### config.mk
export PLATFORM = sky130hd
export DESIGN_NAME = output_protection_pwm_control
export DESIGN_NICKNAME = d
export VERILOG_FILES = /design/src/output_protection_pwm_control.v /design/src/sync2.v
export VERILOG_INCLUDE_DIRS = /design/src /design/src/src
export SDC_FILE = /design/constraint.sdc
export NUM_CORES = 2
export LEC_CHECK = 0
export BUFFER_PORTS_ARGS = -buffer_cell sky130_fd_sc_hd__buf_2
export CORE_UTILIZATION = 57
export DETAILED_ROUTE_END_ITERATION = 6
export PLACE_DENSITY = 0.78
export SETUP_SLACK_MARGIN = 0.2
export SYNTH_ARGS = -nofsm -noshare
export SYNTH_HDL_FRONTEND = slang
export SYNTH_SLANG_ARGS = --single-unit
### constraint.sdc
create_clock -name mclk -period 2.6 [get_ports mclk]
set_clock_uncertainty 0.05 [all_clocks]
set_input_delay 0.52 -clock mclk [delete_from_list [all_inputs] [get_ports mclk]]
set_output_delay 0.52 -clock mclk [all_outputs]
set_load 0.1 [all_outputs]
### src/opc_consts.vh
`ifndef OPC_CONSTS_VH
`define OPC_CONSTS_VH

`define OUT_ON_OFS 8'h00
`define HB_SIDE_OFS 8'h04
`define PWM_EN_OFS 8'h08
`define OC_REC_OFS 8'h0C
`define CFG_OFS 8'h10
`define DUTY_OFS 8'h14
`define PWM_MAP_OFS 8'h18
`define GSTAT_OFS 8'h1C
`define OL_STAT_OFS 8'h20
`define OC_STAT_OFS 8'h24
`define RC_ALIAS_BIT 6

`define CFG_FREQ_BIT 0
`define CFG_RDUTY_BIT 1
`define CFG_MSEL_LSB 4
`define GSTAT_WARN_BIT 0
`define GSTAT_TSD_BIT 1
`define GSTAT_VLOW_BIT 2

`define MCLK_MHZ 250
`define T_XC_NS 2000
`define XC_CYC ((`T_XC_NS * `MCLK_MHZ + 999) / 1000)
`define T_BLANK_NS 16000
`define BLANK_CYC ((`T_BLANK_NS * `MCLK_MHZ + 999) / 1000)
`define T_TW_US 32
`define TW_FILT_CYC (`T_TW_US * `MCLK_MHZ)
`define T_OL_US 2000
`define OL_FILT_CYC (`T_OL_US * `MCLK_MHZ)
`define T_OC_US 10
`define OC_FILT_CYC (`T_OC_US * `MCLK_MHZ)
`define T_REC12_US 512
`define REC12_CYC (`T_REC12_US * `MCLK_MHZ)
`define T_REC25_US 256
`define REC25_CYC (`T_REC25_US * `MCLK_MHZ)
`define PWM_STEP_EDGES 1333

`endif

### src/output_protection_pwm_control.v
`timescale 1ns/100ps
`include "opc_consts.vh"

module output_protection_pwm_control #(
    parameter NOUT = 11,
    parameter NHB = 6,
    parameter [19:0] TW_FILT_CYC = `TW_FILT_CYC,
    parameter [19:0] OL_FILT_CYC = `OL_FILT_CYC,
    parameter [19:0] OC_FILT_CYC = `OC_FILT_CYC,
    parameter [19:0] REC12_CYC = `REC12_CYC,
    parameter [19:0] REC25_CYC = `REC25_CYC,
    parameter [10:0] PWM_STEP_EDGES = `PWM_STEP_EDGES
) (
    input wire mclk,
    input wire rst_n,
    input wire psel,
    input wire penable,
    input wire pwrite,
    input wire [7:0] paddr,
    input wire [31:0] pwdata,
    output reg [31:0] prdata,
    output wire pready,
    output reg pslverr,
    input wire vcc_low,
    input wire vcc_high,
    input wire temp_warn,
    input wire temp_sd,
    input wire link_clk,
    input wire [NOUT-1:0] undercur,
    input wire [NOUT-1:0] overcur,
    output wire [NOUT-1:0] hs_drv,
    output wire [NHB-1:0] ls_drv,
    output wire [NHB-1:0] fast_off_hs,
    output wire [NHB-1:0] fast_off_ls,
    output reg drv_oe,
    output reg gate_rl,
    output reg [3:0] current_image_sel,
    output reg current_image_pin_oe
);
    localparam [19:0] XC_CYC = `XC_CYC;
    localparam [19:0] BLANK_CYC = `BLANK_CYC;
    localparam SW = 5 + 2 * NOUT;

    wire [SW-1:0] sync_out;
    wire vcc_low_s;
    wire vcc_high_s;
    wire warn_s;
    wire sd_s;
    wire lk_s;
    wire [NOUT-1:0] uc_s;
    wire [NOUT-1:0] ocr_s;

    sync2 #(.WIDTH(SW)) u_sync (
        .mclk(mclk),
        .rst_n(rst_n),
        .d({vcc_low, vcc_high, temp_warn, temp_sd, link_clk, undercur, overcur}),
        .q(sync_out)
    );
    assign {vcc_low_s, vcc_high_s, warn_s, sd_s, lk_s, uc_s, ocr_s} = sync_out;

    wire clr_all = vcc_high_s;
    wire clr_stat = vcc_low_s | vcc_high_s;

    // control registers
    reg [NOUT-1:0] out_on_q;
    reg [NHB-1:0] hb_side_q;
    reg [NOUT-1:0] pwm_en_q;
    reg [NOUT-1:0] oc_rec_q;
    reg freq_q;
    reg rduty_q;
    reg [3:0] msel_q;
    reg [27:0] duty_q;
    reg [2*NOUT-1:0] pwm_map_q;

    wire [7:0] ofs = {paddr[7], 1'b0, paddr[5:0]};
    wire rc_alias = paddr[`RC_ALIAS_BIT];
    wire mapped = (ofs[1:0] == 2'b00) && (ofs <= `OC_STAT_OFS);
    wire acc = psel & penable;
    wire wr_en = acc & pwrite & mapped;
    wire rc_rd = acc & ~pwrite & mapped & rc_alias;
    assign pready = 1'b1;

    always @(posedge mclk or negedge rst_n) begin
        if (!rst_n) begin
            out_on_q <= {NOUT{1'b0}};
            hb_side_q <= {NHB{1'b0}};
            pwm_en_q <= {NOUT{1'b0}};
            oc_rec_q <= {NOUT{1'b0}};
            freq_q <= 1'b0;
            rduty_q <= 1'b0;
            msel_q <= 4'h0;
            duty_q <= 28'h0000000;
            pwm_map_q <= {2*NOUT{1'b0}};
        end else if (clr_all) begin
            out_on_q <= {NOUT{1'b0}};
            hb_side_q <= {NHB{1'b0}};
            pwm_en_q <= {NOUT{1'b0}};
            oc_rec_q <= {NOUT{1'b0}};
            freq_q <= 1'b0;
            rduty_q <= 1'b0;
            msel_q <= 4'h0;
            duty_q <= 28'h0000000;
            pwm_map_q <= {2*NOUT{1'b0}};
        end else if (wr_en) begin
            case (ofs)
                `OUT_ON_OFS: out_on_q <= pwdata[NOUT-1:0];
                `HB_SIDE_OFS: hb_side_q <= pwdata[NHB-1:0];
                `PWM_EN_OFS: pwm_en_q <= pwdata[NOUT-1:0];
                `OC_REC_OFS: oc_rec_q <= pwdata[NOUT-1:0];
                `CFG_OFS: begin
                    freq_q <= pwdata[`CFG_FREQ_BIT];
                    rduty_q <= pwdata[`CFG_RDUTY_BIT];
                    msel_q <= pwdata[`CFG_MSEL_LSB+3:`CFG_MSEL_LSB];
                end
                `DUTY_OFS: duty_q <= {pwdata[30:24], pwdata[22:16], pwdata[14:8], pwdata[6:0]};
                `PWM_MAP_OFS: pwm_map_q <= pwdata[2*NOUT-1:0];
                default: ;
            endcase
        end
    end

    // thermal supervision
    reg [19:0] tw_cnt_q;
    reg [19:0] ts_cnt_q;
    reg warn_q;
    reg tsd_q;
    wire warn_hit = warn_s && (tw_cnt_q == TW_FILT_CYC - 20'h00001);
    // shutdown only qualifies once warning is latched, so two filter times after a clear
    wire tsd_hit = sd_s && warn_q && (ts_cnt_q == TW_FILT_CYC - 20'h00001);

    always @(posedge mclk or negedge rst_n) begin
        if (!rst_n) begin
            tw_cnt_q <= 20'h00000;
            ts_cnt_q <= 20'h00000;
            warn_q <= 1'b0;
            tsd_q <= 1'b0;
        end else begin
            tw_cnt_q <= (warn_s && !warn_hit && !warn_q) ? tw_cnt_q + 20'h00001 : 20'h00000;
            ts_cnt_q <= (sd_s && warn_q && !tsd_hit && !tsd_q) ? ts_cnt_q + 20'h00001 : 20'h00000;
            if (clr_stat) begin
                warn_q <= 1'b0;
                tsd_q <= 1'b0;
            end else begin
                // set wins over the read-and-clear
                if (warn_hit)
                    warn_q <= 1'b1;
                else if (rc_rd)
                    warn_q <= 1'b0;
                if (tsd_hit)
                    tsd_q <= 1'b1;
                else if (rc_rd)
                    tsd_q <= 1'b0;
            end
        end
    end

    // pwm timebase from the sampled link clock
    reg lk_d_q;
    reg [10:0] pre_q;
    wire lk_edge = lk_s & ~lk_d_q;
    wire [10:0] step_lim = freq_q ? {1'b0, PWM_STEP_EDGES[10:1]} : PWM_STEP_EDGES;
    wire step = lk_edge && (pre_q >= step_lim - 11'h001);

    always @(posedge mclk or negedge rst_n) begin
        if (!rst_n) begin
            lk_d_q <= 1'b0;
            pre_q <= 11'h000;
        end else begin
            lk_d_q <= lk_s;
            if (lk_edge)
                pre_q <= step ? 11'h000 : pre_q + 11'h001;
        end
    end

    wire [3:0] pwm_wave;
    genvar k;
    generate
        for (k = 0; k < 4; k = k + 1) begin : g_pwm
            reg [6:0] cnt_q;
            always @(posedge mclk or negedge rst_n) begin
                if (!rst_n)
                    cnt_q <= 7'h00;
                else if (clr_all)
                    cnt_q <= 7'h00;
                else if (step)
                    cnt_q <= cnt_q + 7'h01;
            end
            // duty 127 gives 127 of 128 steps, never fully on
            assign pwm_wave[k] = cnt_q < duty_q[7*k+6:7*k];
        end
    endgenerate

    // per-output gating, diagnostics and recovery
    reg [NOUT-1:0] ol_q;
    reg [NOUT-1:0] oc_q;
    wire [NOUT-1:0] want_on;
    wire [NOUT-1:0] driving;
    wire [NOUT-1:0] ol_hit;
    wire [NOUT-1:0] oc_hit;
    wire [NOUT-1:0] rec_done;
    wire [19:0] rec_len = rduty_q ? REC25_CYC : REC12_CYC;
    genvar i;
    generate
        for (i = 0; i < NOUT; i = i + 1) begin : g_out
            reg [19:0] ol_cnt_q;
            reg [19:0] oc_cnt_q;
            reg [19:0] rec_q;
            wire [1:0] map = pwm_map_q[2*i+1:2*i];
            wire gate = pwm_en_q[i] ? pwm_wave[map] : 1'b1;
            assign want_on[i] = out_on_q[i] & gate & ~oc_q[i] & ~tsd_q & ~clr_stat;
            assign ol_hit[i] = driving[i] && uc_s[i] && (ol_cnt_q == OL_FILT_CYC - 20'h00001);
            assign oc_hit[i] = driving[i] && ocr_s[i] && (oc_cnt_q == OC_FILT_CYC - 20'h00001);
            assign rec_done[i] = (rec_q == 20'h00001);
            always @(posedge mclk or negedge rst_n) begin
                if (!rst_n) begin
                    ol_cnt_q <= 20'h00000;
                    oc_cnt_q <= 20'h00000;
                    rec_q <= 20'h00000;
                end else begin
                    ol_cnt_q <= (driving[i] && uc_s[i] && !ol_hit[i]) ? ol_cnt_q + 20'h00001 : 20'h00000;
                    oc_cnt_q <= (driving[i] && ocr_s[i] && !oc_hit[i]) ? oc_cnt_q + 20'h00001 : 20'h00000;
                    if (clr_stat)
                        rec_q <= 20'h00000;
                    else if (oc_hit[i] && oc_rec_q[i])
                        rec_q <= rec_len;
                    else if (rec_q != 20'h00000)
                        rec_q <= rec_q - 20'h00001;
                end
            end
        end
    endgenerate

    wire sw_ol_clr = wr_en && (ofs == `OL_STAT_OFS);
    wire sw_oc_clr = wr_en && (ofs == `OC_STAT_OFS);
    always @(posedge mclk or negedge rst_n) begin
        if (!rst_n) begin
            ol_q <= {NOUT{1'b0}};
            oc_q <= {NOUT{1'b0}};
        end else if (clr_stat) begin
            ol_q <= {NOUT{1'b0}};
            oc_q <= {NOUT{1'b0}};
        end else begin
            ol_q <= ol_hit | (ol_q & ~(sw_ol_clr ? pwdata[NOUT-1:0] : {NOUT{1'b0}}));
            // flag holds the driver off until software or recovery clears it
            oc_q <= oc_hit | (oc_q & ~(sw_oc_clr ? pwdata[NOUT-1:0] : {NOUT{1'b0}})
                & ~(rec_done & oc_rec_q));
        end
    end

    // half bridges with cross-conduction dead time
    wire [NOUT-1:0] hs_vec;
    genvar b;
    generate
        for (b = 0; b < NHB; b = b + 1) begin : g_hb
            reg hs_q;
            reg ls_q;
            reg fhs_q;
            reg fls_q;
            reg [19:0] dt_q;
            wire hs_want = want_on[b] & hb_side_q[b];
            wire ls_want = want_on[b] & ~hb_side_q[b];
            always @(posedge mclk or negedge rst_n) begin
                if (!rst_n) begin
                    hs_q <= 1'b0;
                    ls_q <= 1'b0;
                    fhs_q <= 1'b0;
                    fls_q <= 1'b0;
                    dt_q <= 20'h00000;
                end else if (hs_q && !hs_want) begin
                    hs_q <= 1'b0;
                    dt_q <= XC_CYC;
                end else if (ls_q && !ls_want) begin
                    ls_q <= 1'b0;
                    dt_q <= XC_CYC;
                end else if (dt_q != 20'h00000) begin
                    dt_q <= dt_q - 20'h00001;
                    if (dt_q == 20'h00001) begin
                        // slow off phase ends here, both fast-off flags set since neither side is on
                        fhs_q <= ~hs_q;
                        fls_q <= ~ls_q;
                    end
                end else if (hs_want && !ls_q) begin
                    hs_q <= 1'b1;
                    fhs_q <= 1'b0;
                end else if (ls_want && !hs_q) begin
                    ls_q <= 1'b1;
                    fls_q <= 1'b0;
                end
            end
            assign hs_vec[b] = hs_q;
            assign ls_drv[b] = ls_q;
            assign fast_off_hs[b] = fhs_q;
            assign fast_off_ls[b] = fls_q;
            assign driving[b] = hs_q | ls_q;
        end
        for (b = NHB; b < NOUT; b = b + 1) begin : g_hs
            reg on_q;
            always @(posedge mclk or negedge rst_n) begin
                if (!rst_n)
                    on_q <= 1'b0;
                else
                    on_q <= want_on[b];
            end
            assign hs_vec[b] = on_q;
            assign driving[b] = on_q;
        end
    endgenerate
    assign hs_drv = hs_vec;

    // current monitor routing with blanking
    reg [19:0] blank_q;
    reg [3:0] msel_d_q;
    wire sel_on = (msel_q < NOUT) ? hs_vec[msel_q] : 1'b0;

    always @(posedge mclk or negedge rst_n) begin
        if (!rst_n) begin
            blank_q <= BLANK_CYC;
            msel_d_q <= 4'h0;
            current_image_sel <= 4'h0;
            current_image_pin_oe <= 1'b0;
            drv_oe <= 1'b0;
            gate_rl <= 1'b1;
        end else begin
            msel_d_q <= msel_q;
            current_image_sel <= msel_q;
            // a select change restarts blanking, the new output may be mid-settle
            if (!sel_on || msel_q != msel_d_q)
                blank_q <= BLANK_CYC;
            else if (blank_q != 20'h00000)
                blank_q <= blank_q - 20'h00001;
            current_image_pin_oe <= sel_on && (blank_q == 20'h00000) && !vcc_low_s;
            drv_oe <= ~vcc_low_s;
            gate_rl <= tsd_q | clr_all;
        end
    end

    // apb read data, captured in the setup cycle
    always @(posedge mclk or negedge rst_n) begin
        if (!rst_n) begin
            prdata <= 32'h00000000;
            pslverr <= 1'b0;
        end else if (psel && !penable) begin
            pslverr <= ~mapped;
            prdata <= 32'h00000000;
            case (ofs)
                `OUT_ON_OFS: prdata[NOUT-1:0] <= out_on_q;
                `HB_SIDE_OFS: prdata[NHB-1:0] <= hb_side_q;
                `PWM_EN_OFS: prdata[NOUT-1:0] <= pwm_en_q;
                `OC_REC_OFS: prdata[NOUT-1:0] <= oc_rec_q;
                `CFG_OFS: prdata[7:0] <= {msel_q, 2'b00, rduty_q, freq_q};
                `DUTY_OFS: prdata <= {1'b0, duty_q[27:21], 1'b0, duty_q[20:14], 1'b0, duty_q[13:7], 1'b0, duty_q[6:0]};
                `PWM_MAP_OFS: prdata[2*NOUT-1:0] <= pwm_map_q;
                `GSTAT_OFS: prdata[2:0] <= {vcc_low_s, tsd_q, warn_q};
                `OL_STAT_OFS: prdata[NOUT-1:0] <= ol_q;
                `OC_STAT_OFS: prdata[NOUT-1:0] <= oc_q;
                default: prdata <= 32'h00000000;
            endcase
        end
    end
endmodule

### src/sync2.v
`timescale 1ns/100ps
module sync2 #(
    parameter WIDTH = 1
) (
    input wire mclk,
    input wire rst_n,
    input wire [WIDTH-1:0] d,
    output wire [WIDTH-1:0] q
);
    reg [WIDTH-1:0] meta_q;
    reg [WIDTH-1:0] sync_q;

    always @(posedge mclk or negedge rst_n) begin
        if (!rst_n) begin
            meta_q <= {WIDTH{1'b0}};
            sync_q <= {WIDTH{1'b0}};
        end else begin
            meta_q <= d;
            sync_q <= meta_q;
        end
    end

    assign q = sync_q;
endmodule
Word-level counts from Yosys, hierarchy flattened
Cells that the tools add are included.
{ "word_totals": {"reg_bits": 1122, "latchBits": 0, "ramBits": 0, "rom_bits": 0, "input_bits": 72, "output_inout_bits": 70, "memories": 0} }
{ "classes": {"addsub": 48, "mul": 0, "div_mod_pow": 0, "magnitude_cmp": 19, "eq_ne": 87, "shift": 0, "muxes": 256, "bitwise_logic": 127, "n_reduce_logical": 274} }
{ "ops": {"columns": ["operator", "n"], "rows": [
  ["$mux 20", 77],
  ["$add 20x1->20 const B", 24],
  ["$reduce_bool 20->1", 18],
  ["$sub 20x1->20 const B", 18],
  ["$eq 20x1->1 const B", 17],
  ["$eq 20x12->1 const B", 11],
  ["$eq 20x19->1 const B", 11],
  ["$mux 11", 15],
  ["$mux 1", 125],
  ["$logic_and 1x1->1", 115],
  ["$mux 28", 3],
  ["$reduce_bool 2->1", 34],
  ["$mux 22", 3],
  ["$and 1x1->1", 63],
  ["$ne 2x2->1 const B", 30],
  ["$reduce_bool 3->1", 19],
  ["$mux 7", 8],
  ["$logic_not 1->1", 53],
  ["$reduce_and 4->1", 12],
  ["$not 1->1", 47],
  ["$and 11x11->11", 4],
  ["$eq 20x13->1 const B", 2],
  ["$lt 2x3->1 const B", 11],
  ["$not 11->11", 3],
  ["other kinds (34)", 88]
]} }

Logic depth before layout (Yosys ltp)
{ "depth": {"word_depth": 14, "depth_mapped": 12, "depth_no_buf": 10} }

Hierarchy
From an unflattened synthesis, not the netlist that was laid out.
{ "unflattened": {"cells_unflattened": 5776, "area_unflattened_um2": 55304.3} }
{ "modules_own_cells": {"columns": ["mod", "instances", "cells_per_inst", "area_each_um2", "seq_area_each_um2"], "rows": [
  ["output_protection_pwm_control", 1, 5722, 53953.0, 26684.3],
  ["sync2", 1, 54, 1351.3, 1351.3]
]} }

Worst setup path after synthesis
OpenSTA, ideal clock, no wires.
{ "synth_path": {"kind": "register -> register", "from": "register freq_q", "to": "register g_pwm[1].cnt_q[4]", "arrival_ns": 2.602, "slack_ns": -0.184, "stages_incl_launch_ff": 12, "path_buffers": 2, "synth_period_minus_slack_ns": 2.784, "cell_sequence": "dfrtp_1 -> ha_1 -> or3b_2 -> a21o_1 -> a21o_1 -> a31oi_1 -> o21a_1 -> clkbuf_1 -> buf_2 -> nor3_1 -> xnor2_1 -> nor2_1"} }
{ "synth_between": {"elab_chain_cells": 5} }
{ "synth_rtl": {"columns": ["item", "line_no", "rtl"], "rows": [
  ["from (decl)", "output_protection_pwm_control.v:69", "reg freq_q;"],
  ["from (signal assigned)", "output_protection_pwm_control.v:111", "freq_q <= pwdata[`CFG_FREQ_BIT];"],
  ["$mux 11", "output_protection_pwm_control.v:161", "wire [10:0] step_lim = freq_q ? {1'b0, PWM_STEP_EDGES[10:1]} : PWM_STEP_EDGES;"],
  ["$sub 11x1->11", "output_protection_pwm_control.v:162", "wire step = lk_edge && (pre_q >= step_lim - 11'h001);"],
  ["$ge 11x11->1", "output_protection_pwm_control.v:162", null],
  ["$logic_and 1x1->1", "output_protection_pwm_control.v:162", null],
  ["$reduce_bool 2->1 (no source line)", null, null],
  ["to (signal assigned)", "output_protection_pwm_control.v:186", "cnt_q <= cnt_q + 7'h01;"],
  ["to (decl)", "output_protection_pwm_control.v:179", "reg [6:0] cnt_q;"]
]} }
Every way passes these cells.
A chain may end at the register's enable or synchronous reset.

Worst setup path in the final report
{ "layout_path": {"from": "register g_pwm[0].cnt_q[2]", "to": "register g_hb[4].dt_q[10]"} }
{ "layout_between": {"elab_chain_cells": 13} }
{ "layout_rtl": {"columns": ["item", "line_no", "rtl"], "rows": [
  ["from (decl)", "output_protection_pwm_control.v:179", null],
  ["from (signal assigned)", "output_protection_pwm_control.v:186", null],
  ["$lt 7x7->1 *", "output_protection_pwm_control.v:189", "assign pwm_wave[k] = cnt_q < duty_q[7*k+6:7*k];"],
  ["$bmux 1 s2 *", "output_protection_pwm_control.v:209", "wire gate = pwm_en_q[i] ? pwm_wave[map] : 1'b1;"],
  ["$mux 1 (implied by the code) *", "output_protection_pwm_control.v:209", null],
  ["$mux 1 *", "output_protection_pwm_control.v:209", null],
  ["$and 1x1->1 * (4 in a row)", "output_protection_pwm_control.v:210", "assign want_on[i] = out_on_q[i] & gate & ~oc_q[i] & ~tsd_q & ~clr_stat;"],
  ["$and 1x1->1", "output_protection_pwm_control.v:261", "wire ls_want = want_on[b] & ~hb_side_q[b];"],
  ["$logic_not 1->1", "output_protection_pwm_control.v:272", "end else if (ls_q && !ls_want) begin"],
  ["$logic_and 1x1->1", "output_protection_pwm_control.v:272", null],
  ["$mux 20", "output_protection_pwm_control.v:272", null],
  ["$mux 20", "output_protection_pwm_control.v:269", "end else if (hs_q && !hs_want) begin"],
  ["to (signal assigned)", "output_protection_pwm_control.v:276", "dt_q <= dt_q - 20'h00001;"],
  ["to (decl)", "output_protection_pwm_control.v:259", "reg [19:0] dt_q;"]
]} }
Every way passes the cells marked *; elsewhere a longest branch is shown, timed or not. The select of a mux whose other input is x is not followed.

==> results.ini <==
[worst_setup_path]
crit_slowest_cell = dfrtp_1
cp.required_ns = 3.18
cp_top_family = compound AO/OA/AOI/OAI gates
critPathCaptureType = register
criticalPathCategory = reg2reg
start_kind = register
path_cells = ha_4 -> a21oi_4 -> o21ai_4 -> buf_6 -> a2111oi_4 -> buf_4 -> o311ai_4 -> a31oi_2 -> buf_6 -> nand2b_4 -> o22a_4 -> buf_12 -> a21oi_4
crit_buf_inv = 4
slowest_delay_ns = 0.51
arrival_ns = 3.66
cp_max_fo = 7

[global_route]
track_usage = 0.269
grt_pass1_vias = 43075
antenna_found_initial = 7
grt_max_degree = 95
grt_overflow = 0
grt_pass1_wl_um = 216000

[logic_synthesis]
yosysWarnings = 0
synth_top_cell_by_area = dfrtp_1
syn_inst = 5746
ys_types = 91
synth_edf_count = 0
synthArstFlopShare = 1.00
yosysSeqAreaShare = 0.514
netlist_area_mm2 = 0.0546
synth.ff_latch_count = 1120
synthTopCellsByArea = dfrtp_1, nor2_1, xor2_1, xnor2_1, nand2_1
synth_top_area_frac = 0.510
syn_avg_cell_area_um2 = 9.50
ys.flop_type = dfrtp_1

[sta]
fmax_mhz = 325
worst_pin_slew_ns = 1.16
relSlewSlack = 0.226
period_minus_slack_ns = 3.08
fin_crit_sh = 1.18
drv_slew = 0
finalHoldViolCount = 0
hold_ws_ns = 0.0343
rsz0062_at_grt = true
setup_ws_ns = -0.479
setup_viol = 172

[placement]
place_area_mm2 = 0.0592
portBuffers = 136
gp_congestion = 0.904
dpl.cell_count = 7267
dpl.hpwl_um = 89200

[flow_run]
drv_cap = 0

[cts]
clk_latency_ns = 0.74
root_buffer = clkbuf_16
cts.sinks = 1120
cts.clk_slew.worst_paths_ns = 0.07
numCtsBuffers = 115
cts_tree = yes
cts_max_level = 3
clock_path_buffers = 3

[route]
drt-initial-drc-count = 3911
viasPerCell = 5.87
wl_per_cell_um = 18.7
num_vias = 44838
wirelength_um = 143000
drc = 0
ant_nets = 0
detail_route.first_pass.iterations = 7

[die]
rows = 113
die_x_um = 311
start_util = 0.575
dieArea_mm2 = 0.0970
fp.dieH_um = 311
core_area_mm2 = 0.0949
ios = 142

[pwr]
leakage_nw = 28.6
power_mw = 41.6
ir_drop_v = 0.000962
p_per_area_mw_per_mm2 = 620

[layout]
stdcell_area_mm2 = 0.0672
final_nets = 6434
final_cell_count_no_fill = 7635
drive_gt1_frac = 0.191
nFillCells = 6425
syn2layout_area_growth_pct = 23.1

[outcome]
status = finished, violations left
violations = setup timing

[worst_hold_path]
min_path_type = in2reg

-- what timing repair did --
item | 4_1_cts | 5_1_grt
setup buffers | 14 | 77
hold buffers | 46 | 0
gates cloned | 2 | 8
pin swaps | 54 | 203
resized for setup | 134 | 424
hold endpoints to repair | 72 | 0
setup endpoints to repair | 284 | 394
-- metrics by stage --
step	TNS, ns	setup WS (ns)	utilization
6_report	-50.23	-0.479	0.708
5_1_grt	-57.90	-0.558	0.708
4_1_cts	-18.25	-0.251	0.679
3_5_place_dp	-36.71	-0.381	0.624
3_3_place_gp	-22.98	-0.329	0.624
2_1_floorplan	-0.0271	-0.0132	-
-- synth_stat cells (121+ instances only) --
cell type,count
nand2_1,643
inv_1,143
nor2_1,949
dfrtp_1,1113
nor4_1,121
o21ai_0,142
xor2_1,347
nand3_1,261
a21oi_1,289
nor3_1,176
clkbuf_1,176
xnor2_1,337
-- worst paths after layout --
| kind | startpoint | endpoint | slack, ns | depth (start not counted) |
|---|---|---|---|---|
| max | g_pwm[0].cnt_q[2] | g_hb[4].dt_q[10] | -0.48 | 13 |
| min | pwdata[30] | duty_q[27] | 0.03 | 3 |
| max reg2reg | g_pwm[0].cnt_q[2] | g_hb[4].dt_q[10] | -0.48 | 13 |
| min reg2reg | u_sync.meta_q[6] | u_sync.q[6] | 0.30 | 0 |
| max in group asynchronous | rst_n | tw_cnt_q[10] | 1.23 | 3 |
| min in group asynchronous | rst_n | g_out[9].ol_cnt_q[6] | 0.38 | 2 |
-- flip-flops by register name, summed over array words and instances (netlist names), 11 cells and up --
name and flops:
duty_q 28, pwm_en_q 11, pwm_map_q 22, out_on_q 11
u_sync.meta_q 27, g_out.ol_cnt_q 220, g_out.oc_cnt_q 220, u_sync.q 27
g_hb.dt_q 120, pre_q 11, oc_q 11, g_out.rec_q 220
prdata 30, ol_q 11, g_pwm.cnt_q 28, tw_cnt_q 20
blank_q 20, oc_rec_q 11, ts_cnt_q 20
-- cell families (layout without fill, tap and decap cells) --
kind of cell,after synthesis,count (layout),synth area share
adder cells (fa/ha/maj),96,96,0.0220
XOR/XNOR,684,684,0.110
AND/OR/NAND/NOR,2770,2771,0.243
buffers and inverters,371,989,0.0280
AO/OA/AOI/OAI,642,642,0.0703
multiplexers,61,61,0.0133
flip-flops,1120,1120,0.514
other,2,7,0.000138
-- cell usage in the layout, fill, tap and decap left out, types with 46 or more instances in the layout --
cell	count
dfrtp_1	1097
nor2_1	873
nand2_1	613
xor2_1	347
buf_4	347
xnor2_1	327
a21oi_1	255
nand3_1	247
nor3_1	148
inv_1	135
o21ai_0	132
buf_2	127
clkbuf_16	123
and3_1	118
or3_1	106
nor4_1	95
ha_1	84
nand4_1	72
nor2_4	56
buf_6	53
mux2i_1	47
dlygate4sd3_1	46
-- where the power goes --
part           leakage (nW)  total, mW  internal, mW  switching [mW]
Combinational          11.3       4.72          1.96            2.76
Sequential             15.3       19.5          18.4            1.05
Clock                  1.95       17.4          10.2            7.25
Total                  28.6       41.6          30.6            11.1
-- area by class of cell --
class                           instances  area (um2)  share of cell area
Sequential cell                      1120       28100               0.418
Multi-Input combinational cell       4257       27600               0.411
Tap cell                             1265        1580              0.0236
Timing Repair Buffer                  629        5340              0.0795
Inverter                              143         537             0.00799
Antenna cell                            4        10.0            0.000149
Clock buffer                          158        3370              0.0502
Clock inverter                         59         662             0.00986
-- routing by layer --
layer	wire length, um	GRT usage
met1	57500	0.357
met2	67800	0.441
met3	11100	0.0544
met4	6700	0.0942
met5	57	0
-- worst reg2reg max path: stages (launching register included) --
cell	delay, ns
dfrtp_1	0.51
ha_4	0.29
a21oi_4	0.18
o21ai_4	0.13
buf_6	0.15
a2111oi_4	0.37
buf_4	0.18
o311ai_4	0.10
a31oi_2	0.19
buf_6	0.18
nand2b_4	0.08
o22a_4	0.29
buf_12	0.17
a21oi_4	0.10
Note: power is estimated with default switching activity, not from simulation.
